## config.mk

```make
export PLATFORM = sky130hd
export DESIGN_NAME = olp_linearizer
export DESIGN_NICKNAME = d
export VERILOG_FILES = /design/src/olp_pkg.sv /design/src/olp_pwm_carrier.sv /design/src/olp_linearizer.sv
export SDC_FILE = /design/constraint.sdc
export NUM_CORES = 2
export LEC_CHECK = 0
export ABC_CLOCK_PERIOD_IN_PS = 32100
export BUFFER_PORTS_ARGS = -buffer_cell sky130_fd_sc_hd__buf_2
export CORE_MARGIN = 10
export CORE_UTILIZATION = 33
export CTS_CLUSTER_SIZE = 28
export DETAILED_ROUTE_END_ITERATION = 10
export GPL_TIMING_DRIVEN = 0
export PLACE_DENSITY = 0.46
export SLEW_MARGIN = 30
export SYNTH_ARGS = -nofsm -noshare
export SYNTH_HDL_FRONTEND = slang
export SYNTH_SLANG_ARGS = --single-unit
```

## constraint.sdc

```tcl
create_clock -name clk -period 32.1 [get_ports clk]
set_input_delay 9.63 -clock clk [delete_from_list [all_inputs] [get_ports clk]]
set_output_delay 9.63 -clock clk [all_outputs]
set_load 0.02 [all_outputs]
```

## src/olp_pkg.sv

```systemverilog
// Purpose: Shared constants and types for the output linearizer and carrier
// Assumes: 100 MHz clock, register index times four is the byte address
// Notes: Register indices follow the configuration word numbering
`default_nettype none
package olp_pkg;
    localparam int unsigned CLK_HZ = 100_000_000;
    // Slowest carrier, 0.125 kHz, written in Hz
    localparam int unsigned BASE_FREQ_HZ = 125;
    localparam int unsigned BASE_PERIOD_CYC = CLK_HZ / BASE_FREQ_HZ;
    localparam int unsigned CNT_W = 20;

    localparam logic [5:0] IDX_CARRIER = 6'h07;
    localparam logic [5:0] IDX_COEFF_FIRST = 6'h0b;
    localparam logic [5:0] IDX_COEFF_LAST = 6'h1b;
    localparam logic [5:0] IDX_STATUS = 6'h20;
    localparam int unsigned COEFF_WORDS = 17;
    localparam int unsigned WORD_W = 24;

    localparam int unsigned TABLE_VALID_BIT = 23;
    localparam int unsigned POST_INV_BIT = 22;
    localparam int unsigned PRE_INV_BIT = 21;
    localparam int unsigned COEFF_HI_LSB = 12;
    localparam int unsigned COEFF_W = 12;
    localparam int unsigned STATUS_TABLE_BIT = 16;

    localparam logic [5:0] LAST_BREAKPOINT = 6'h20;
    localparam int unsigned FRAC_W = 7;
    localparam logic signed [13:0] MID_SCALE = 14'sh0800;
    localparam logic [11:0] FULL_CODE = 12'hfff;
    localparam logic [2:0] CARRIER_RESET = 3'h0;

    localparam logic [2:0] SEL_HALF = 3'h1;
    localparam logic [2:0] SEL_QUARTER = 3'h2;
    localparam logic [2:0] SEL_1K = 3'h3;
    localparam logic [2:0] SEL_2K = 3'h4;
    localparam logic [2:0] SEL_4K = 3'h5;

    // Period divide shift of the base carrier for each select code
    function automatic logic [2:0] carrier_shift(input logic [2:0] sel);
        logic [2:0] r;
        r = 3'h0;
        if (sel >= SEL_HALF && sel <= SEL_4K)
        begin
            r = sel;
        end
        return r;
    endfunction

    // Output resolution in bits for each select code
    function automatic logic [3:0] carrier_res(input logic [2:0] sel);
        logic [3:0] r;
        r = 4'hc;
        if (sel == SEL_1K)
        begin
            r = 4'hb;
        end
        else if (sel == SEL_2K)
        begin
            r = 4'ha;
        end
        else if (sel == SEL_4K)
        begin
            r = 4'h9;
        end
        return r;
    endfunction

    typedef struct packed {
        logic [2:0] carrier;
        logic [COEFF_WORDS-1:0][WORD_W-1:0] coeff_words;
        logic wr_pend;
        logic [5:0] wr_idx;
        logic [31:0] rdata;
        logic s1_valid;
        logic [11:0] s1_x;
        logic s1_table;
        logic s1_post;
        logic out_valid;
        logic [11:0] out_code;
        logic out_table;
    } olp_state_t;

    typedef struct packed {
        logic [CNT_W-1:0] cnt;
        logic [CNT_W-1:0] period;
        logic [CNT_W-1:0] duty;
        logic [3:0] res;
        logic [2:0] sel;
        logic pwm;
        logic pstart;
    } olp_pwm_state_t;

    localparam olp_state_t STATE_RESET = '0;
    localparam olp_pwm_state_t PWM_RESET = '0;
endpackage
`default_nettype wire

```

## src/olp_pwm_carrier.sv

```systemverilog
// Purpose: Pulse-width carrier at a selectable frequency and resolution
// Assumes: Level is a 12-bit code from logic on the same clock
// Notes: A new select or level takes effect at the next period start
`default_nettype none
module olp_pwm_carrier #(
    parameter int unsigned BASE_PERIOD = olp_pkg::BASE_PERIOD_CYC
) (
    input wire logic clk,
    input wire logic sys_rst,
    input wire logic [2:0] carrier_sel,
    input wire logic [11:0] level,
    output logic pwm_out,
    output logic period_start
);
    olp_pkg::olp_pwm_state_t st;
    olp_pkg::olp_pwm_state_t next_st;
    logic wrap;
    logic [olp_pkg::CNT_W-1:0] new_period;
    logic [3:0] new_res;
    logic [11:0] q;
    logic [31:0] prod;

    assign wrap = ({1'b0, st.cnt} + 21'h1) >= {1'b0, st.period};
    assign new_period = olp_pkg::CNT_W'(BASE_PERIOD >>
        olp_pkg::carrier_shift(carrier_sel));
    assign new_res = olp_pkg::carrier_res(carrier_sel);
    // Level truncated to the resolution of the chosen carrier
    assign q = level >> (4'hc - new_res);
    assign prod = 32'(q) * 32'(new_period);

    always_comb
    begin
        next_st = st;
        next_st.pstart = wrap;
        if (wrap)
        begin
            next_st.cnt = '0;
            next_st.period = new_period;
            next_st.res = new_res;
            next_st.sel = carrier_sel;
            next_st.duty = olp_pkg::CNT_W'(prod >> new_res);
        end
        else
        begin
            next_st.cnt = st.cnt + 1'b1;
        end
        next_st.pwm = next_st.cnt < next_st.duty;
    end

    always_ff @(posedge clk)
    begin
        if (sys_rst)
        begin
            st <= olp_pkg::PWM_RESET;
        end
        else
        begin
            st <= next_st;
        end
    end

    assign pwm_out = st.pwm;
    assign period_start = st.pstart;
endmodule
`default_nettype wire

```

## src/olp_linearizer.sv

```systemverilog
// Purpose: Output linearizer with polarity control, carrier and bus slave
// Assumes: AHB-Lite single word transfers, sample input on the same clock
// Notes: Zero wait states; coefficient table is a 32-segment lookup
//
// Overview of operation
// Carrier select codes 000, 110 and 111 give a 0.125 kHz carrier.
// Codes 001 and 010 give 0.25 and 0.5 kHz, all these at 12 bits.
// Codes 011, 100 and 101 give 1, 2 and 4 kHz at 11, 10 and 9 bits.
// The pre-table invert bit mirrors the signal before the table.
// Pre-table inversion acts only while the table-valid flag is set.
// The post-table invert bit mirrors the output, table or no table.
// Every coefficient is a 12-bit two's complement number.
// The programmer loads coefficients that rise with their index.
// Without the table-valid flag the table is bypassed entirely.
// Even coefficients sit low in words 0x0B-0x1B, odd ones high.
// Coefficient x belongs to breakpoint x at (32-x)/32 of full scale.
// The table works on the compensated, offset-corrected sample.
// The table-valid flag is bit 23 of configuration word 0x1B.
// Between breakpoints the output interpolates linearly.
// Inversion mirrors the 12-bit code about mid-scale.
`default_nettype none
module olp_linearizer #(
    parameter int unsigned BASE_PERIOD = olp_pkg::BASE_PERIOD_CYC
) (
    input wire logic clk,
    input wire logic sys_rst,
    input wire logic hsel,
    input wire logic [31:0] haddr,
    input wire logic [1:0] htrans,
    input wire logic hwrite,
    input wire logic [2:0] hsize,
    input wire logic [31:0] hwdata,
    input wire logic hready,
    output logic hreadyout,
    output logic hresp,
    output logic [31:0] hrdata,
    input wire logic [11:0] comp_sample,
    input wire logic comp_valid,
    output logic [11:0] lin_code,
    output logic lin_valid,
    output logic pwm_out,
    output logic period_start
);
    olp_pkg::olp_state_t st;
    olp_pkg::olp_state_t next_st;
    logic bus_take;
    logic [5:0] bus_idx;
    logic table_on;
    logic pre_inv;
    logic post_inv;
    logic [4:0] seg;
    logic [olp_pkg::FRAC_W-1:0] frac;
    logic [5:0] lo_idx;
    logic [5:0] hi_idx;
    logic signed [11:0] c_lo;
    logic signed [11:0] c_hi;
    logic signed [12:0] diff;
    logic signed [20:0] prod;
    logic signed [13:0] interp;
    logic [11:0] table_code;
    logic [11:0] stage_code;

    // Coefficient i: word i/2, low half when even, high half when odd
    function automatic logic [11:0] coeff_at(
        input logic [olp_pkg::COEFF_WORDS-1:0][olp_pkg::WORD_W-1:0] w,
        input logic [5:0] i
    );
        logic [olp_pkg::WORD_W-1:0] wd;
        wd = w[i[5:1]];
        if (i[0])
        begin
            return wd[olp_pkg::COEFF_HI_LSB +: olp_pkg::COEFF_W];
        end
        return wd[olp_pkg::COEFF_W-1:0];
    endfunction

    function automatic logic [31:0] reg_read(
        input olp_pkg::olp_state_t s,
        input logic [5:0] idx
    );
        logic [31:0] r;
        r = 32'h0;
        if (idx == olp_pkg::IDX_CARRIER)
        begin
            r = {29'h0, s.carrier};
        end
        else if (idx >= olp_pkg::IDX_COEFF_FIRST &&
            idx <= olp_pkg::IDX_COEFF_LAST)
        begin
            r = {8'h0, s.coeff_words[5'(idx - olp_pkg::IDX_COEFF_FIRST)]};
        end
        else if (idx == olp_pkg::IDX_STATUS)
        begin
            r = {20'h0, s.out_code};
            r[olp_pkg::STATUS_TABLE_BIT] = s.out_table;
        end
        return r;
    endfunction

    // Address phase is taken whenever a selected NONSEQ or SEQ transfer meets hready
    assign bus_take = hsel && htrans[1] && hready;
    assign bus_idx = haddr[7:2];

    // Flags live in the last configuration word
    assign table_on =
        st.coeff_words[olp_pkg::COEFF_WORDS-1][olp_pkg::TABLE_VALID_BIT];
    assign pre_inv =
        st.coeff_words[olp_pkg::COEFF_WORDS-1][olp_pkg::PRE_INV_BIT];
    assign post_inv =
        st.coeff_words[olp_pkg::COEFF_WORDS-1][olp_pkg::POST_INV_BIT];

    // Segment 0 is the bottom of the range, next to breakpoint 32
    assign seg = st.s1_x[11:7];
    assign frac = st.s1_x[olp_pkg::FRAC_W-1:0];
    assign lo_idx = olp_pkg::LAST_BREAKPOINT - {1'b0, seg};
    assign hi_idx = lo_idx - 6'h1;
    assign c_lo = $signed(coeff_at(st.coeff_words, lo_idx));
    assign c_hi = $signed(coeff_at(st.coeff_words, hi_idx));
    assign diff = $signed({c_hi[11], c_hi}) - $signed({c_lo[11], c_lo});
    assign prod = diff * $signed({1'b0, frac});
    assign interp = $signed({{2{c_lo[11]}}, c_lo}) + $signed(prod[20:7])
        + olp_pkg::MID_SCALE;

    // Signed table result is moved to an unsigned code and clamped
    always_comb
    begin
        if (interp < 14'sh0)
        begin
            table_code = 12'h0;
        end
        else if (interp > $signed({2'b00, olp_pkg::FULL_CODE}))
        begin
            table_code = olp_pkg::FULL_CODE;
        end
        else
        begin
            table_code = interp[11:0];
        end
    end

    always_comb
    begin
        // Table bypassed unless the table-valid flag was set
        stage_code = st.s1_table ? table_code : st.s1_x;
        if (st.s1_post)
        begin
            stage_code = olp_pkg::FULL_CODE - stage_code;
        end
    end

    always_comb
    begin
        next_st = st;
        next_st.wr_pend = 1'b0;
        if (st.wr_pend)
        begin
            if (st.wr_idx == olp_pkg::IDX_CARRIER)
            begin
                next_st.carrier = hwdata[2:0];
            end
            else if (st.wr_idx >= olp_pkg::IDX_COEFF_FIRST &&
                st.wr_idx <= olp_pkg::IDX_COEFF_LAST)
            begin
                next_st.coeff_words[
                    5'(st.wr_idx - olp_pkg::IDX_COEFF_FIRST)] =
                    hwdata[olp_pkg::WORD_W-1:0];
            end
        end
        if (bus_take)
        begin
            next_st.wr_pend = hwrite;
            next_st.wr_idx = bus_idx;
            if (!hwrite)
            begin
                next_st.rdata = reg_read(st, bus_idx);
            end
        end
        // Stage one takes the compensated sample, pre-inverts if enabled and the table is valid
        next_st.s1_valid = comp_valid;
        if (comp_valid)
        begin
            next_st.s1_table = table_on;
            next_st.s1_post = post_inv;
            next_st.s1_x = (table_on && pre_inv) ?
                olp_pkg::FULL_CODE - comp_sample : comp_sample;
        end
        next_st.out_valid = st.s1_valid;
        if (st.s1_valid)
        begin
            next_st.out_code = stage_code;
            next_st.out_table = st.s1_table;
        end
    end

    always_ff @(posedge clk)
    begin
        if (sys_rst)
        begin
            st <= olp_pkg::STATE_RESET;
        end
        else
        begin
            st <= next_st;
        end
    end

    assign hreadyout = 1'b1;
    assign hresp = 1'b0;
    assign hrdata = st.rdata;
    assign lin_code = st.out_code;
    assign lin_valid = st.out_valid;

    olp_pwm_carrier #(
        .BASE_PERIOD(BASE_PERIOD)
    ) u_carrier (
        .clk(clk),
        .sys_rst(sys_rst),
        .carrier_sel(st.carrier),
        .level(st.out_code),
        .pwm_out(pwm_out),
        .period_start(period_start)
    );
endmodule
`default_nettype wire

```

==> results.py <==
metrics = {
    "setup_path": {
        "critPathCaptureType": "flip-flop",
        "arrival_ns": 16.44,
        "path_class": "reg -> reg",
        "cp-start-kind": "flip-flop",
        "cp.required_ns": 32.63,
        "crit_path_max_incr_delay_ns": 0.85,
        "crit_slowest_cell": "clkbuf_1",
        "path_max_fanout": 10,
    },
    "routing": {
        "antenna_left": 0,
        "drc": 0,
        "drtIter0Drc": 5035,
        "via_count": 41534,
        "wl_mm": 212.5,
        "drtPass1Iterations": 6,
        "wl_per_cell_um": 29.89,
        "viasPerCell": 5.842,
    },
    "synth": {
        "synth_commonest_cells": "nand2_1, a21oi_1, dfxtp_1",
        "synth_cell_types": 97,
        "synth-seq-cells": 531,
        "synth_top_area_share_pct": 24.34,
        "netlist_area_mm2": 0.04367,
        "syn_area_per_cell_um2": 8.495,
        "netlist_instances": 5141,
        "ys_async_sr_fraction_pct": 0,
        "synth_top_area_cell": "dfxtp_1",
        "ys.warnings.count": 0,
        "yosysSeqAreaShare_pct": 24.34,
        "synth_flop_cell": "dfxtp_1",
        "yosysMostFrequentCell": "nand2_1",
        "synth_enable_flop_cells": 0,
        "synthTopCellsByArea": "dfxtp_1, mux4_2, nand2_1",
    },
    "final_layout": {
        "regArea_mm2": 0.01063,
        "fin_cells": 7109,
        "fill_cells": 13830,
        "multi_input_area_mm2": 0.03005,
        "final_cell_area_mm2": 0.04883,
        "drive_above_1_share_pct": 12.65,
        "areaGrowthSynthToFinish_pct": 11.80,
        "layout.nets": 5816,
    },
    "grt": {
        "grt_pass1_wl_mm": 297.7,
        "antenna_found_initial": 17,
        "grt_pass1_vias": 39530,
        "overflow": 0,
        "grtUsageTotal_pct": 28.00,
        "grt_max_degree": 13,
    },
    "die": {
        "die_area_mm2": 0.1473,
        "dieWidth_um": 383.8,
        "pin_count": 136,
        "core_mm2": 0.1315,
        "rows": 133,
        "die_y_um": 383.8,
        "initial_core_util_pct": 33.22,
    },
    "sta": {
        "period_needed_ns": 15.91,
        "rsz0062_at_grt": "false",
        "fin_crit_sh_pct": 49.58,
        "setup_tns_ns": 0,
        "fmax_ghz": 0.06284,
        "slew_viol_final": 0,
        "slew-limit-headroom_pct": 18.70,
        "final_hold_viol_count": 0,
        "finalSetupViolCount": 0,
        "worst_pin_slew_ns": 1.215,
        "finClkSkew_ns": 0.07125,
    },
    "clocking": {
        "htree_levels": 3,
        "cts_resized": 0,
        "clk_path_buf_depth": 3,
        "cts_setup_buffers": 0,
        "clkTransAtPathRegs_ns": 0.06,
        "cts-root-buf": "clkbuf_16",
        "clk_latency_ns": 0.69,
        "numCtsBuffers": 66,
        "cts_sinks": 531,
        "hold_buffers": 0,
        "cts_tree": "done",
    },
    "place": {
        "placed_cells": 6981,
        "dpl_cell_area_mm2": 0.04652,
        "port_buffers": 60,
        "gp_congestion": 1.016,
        "dp_hpwl_mm": 161.3,
    },
    "power": {
        "powerDensity_mw_per_mm2": 59.60,
        "leakagePower_nw": 18.09,
        "finalPower_mw": 2.910,
        "ir_worst_vdd_mv": 0.07357,
    },
    "status": {
        "status": "complete, no violations",
    },
    "worst_hold_path": {
        "hp-class": "reg -> reg",
    },
    "run": {
        "cap_violations": 0,
    },
}
==> metal layers <==
layer  up-vias  GRT usage [%]  wire length, µm
met5         -              0               72
met4        12          15.80            14580
met3       593          6.761            21280
met2      2459          43.60            94230
met1     20549          35.38            82330
li1      17921              -                -
==> state kept, by name, indices dropped and copies added (netlist names) <==
name and flops:
next_st 1, frac 7, seg 5, u_carrier.period_start 1
lin_valid 1, hrdata 24, post_inv 1, u_carrier.st 58
u_carrier.pwm_out 1, lin_code 12, pre_inv 1, st 419
==> final timing paths <==
check                             start          end  slack [ns]  cells past startpoint
worst min-delay path            st[469]      st[469]        0.46                      2
worst max-delay path             seg[0]  lin_code[7]       16.19                     55
worst min register to register  st[469]      st[469]        0.46                      2
worst max register to register   seg[0]  lin_code[7]       16.19                     55
==> report_power, final <==
part / switching [mW] / leakage, nW / internal (mW)
sequential: 0.0110 / 4.28 / 0.671
clock: 0.345 / 1.10 / 0.450
combinational: 0.915 / 12.7 / 0.518
total: 1.27 / 18.1 / 1.64
==> layout make-up <==
| class | count | area share, % |
|---|---|---|
| plain buffers | 427 | 3.849 |
| diodes | 10 | 0.05125 |
| well taps | 1755 | 4.497 |
| clock inverters | 22 | 0.6560 |
| clock buffers | 96 | 3.961 |
| repair buffers | 67 | 0.8405 |
| inverters | 368 | 2.829 |
| multi-input cells | 3833 | 61.55 |
| flip-flops and latches | 531 | 21.77 |
==> worst max-delay path, delay by kind of cell, from the launching register on <==
kind / cells / cell delay [ns]
fa+ha+maj: 9 / 3.67
compound gates: 14 / 2.79
simple gates: 14 / 1.78
flops: 1 / 0.33
buf+inv: 11 / 3.83
mux: 2 / 1.01
xor+xnor: 5 / 2.31
==> placed cells by master (no fill, tap or decap), drive strengths merged, types with 22 or more instances in the layout <==
| master | n |
|---|---|
| a21o | 31 |
| nand3b | 22 |
| nor3 | 37 |
| fa | 241 |
| xor2 | 48 |
| xnor2 | 48 |
| a211oi | 41 |
| mux2i | 31 |
| mux4 | 320 |
| nand2b | 28 |
| clkbuf | 432 |
| inv | 371 |
| o211ai | 27 |
| nand2 | 1295 |
| ha | 194 |
| nor2 | 282 |
| dfxtp | 531 |
| nand3 | 95 |
| and2 | 90 |
| o21ai | 70 |
| buf | 158 |
| o221ai | 22 |
| a21oi | 564 |
| a22oi | 24 |
==> stage by stage <==
stage | utilization, % | hold slack [ns] | setup slack, ns
6_report | 37.14 | 0.4575 | 16.19
5_1_grt | 37.13 | 0.4744 | 15.47
4_1_cts | 37.10 | 0.4573 | 16.58
3_5_place_dp | 35.39 | 0.4471 | 16.66
3_3_place_gp | 35.17 | 0.4395 | 16.23
2_1_floorplan | - | 0.4197 | 19.86
==> cell families (layout without fill, tap and decap cells) <==
| logic type | count (synthesis) | after routing | share of synthesized area, % |
|---|---|---|---|
| xor+xnor | 97 | 97 | 2.011 |
| other cells | 2 | 30 | 0.01720 |
| buf+inv | 795 | 980 | 7.282 |
| mux | 356 | 356 | 17.34 |
| flops | 531 | 531 | 24.34 |
| compound gates | 948 | 948 | 13.21 |
| fa+ha+maj | 435 | 435 | 16.60 |
| simple gates | 1977 | 1977 | 19.19 |
Note: power is estimated with default switching activity, not from simulation.
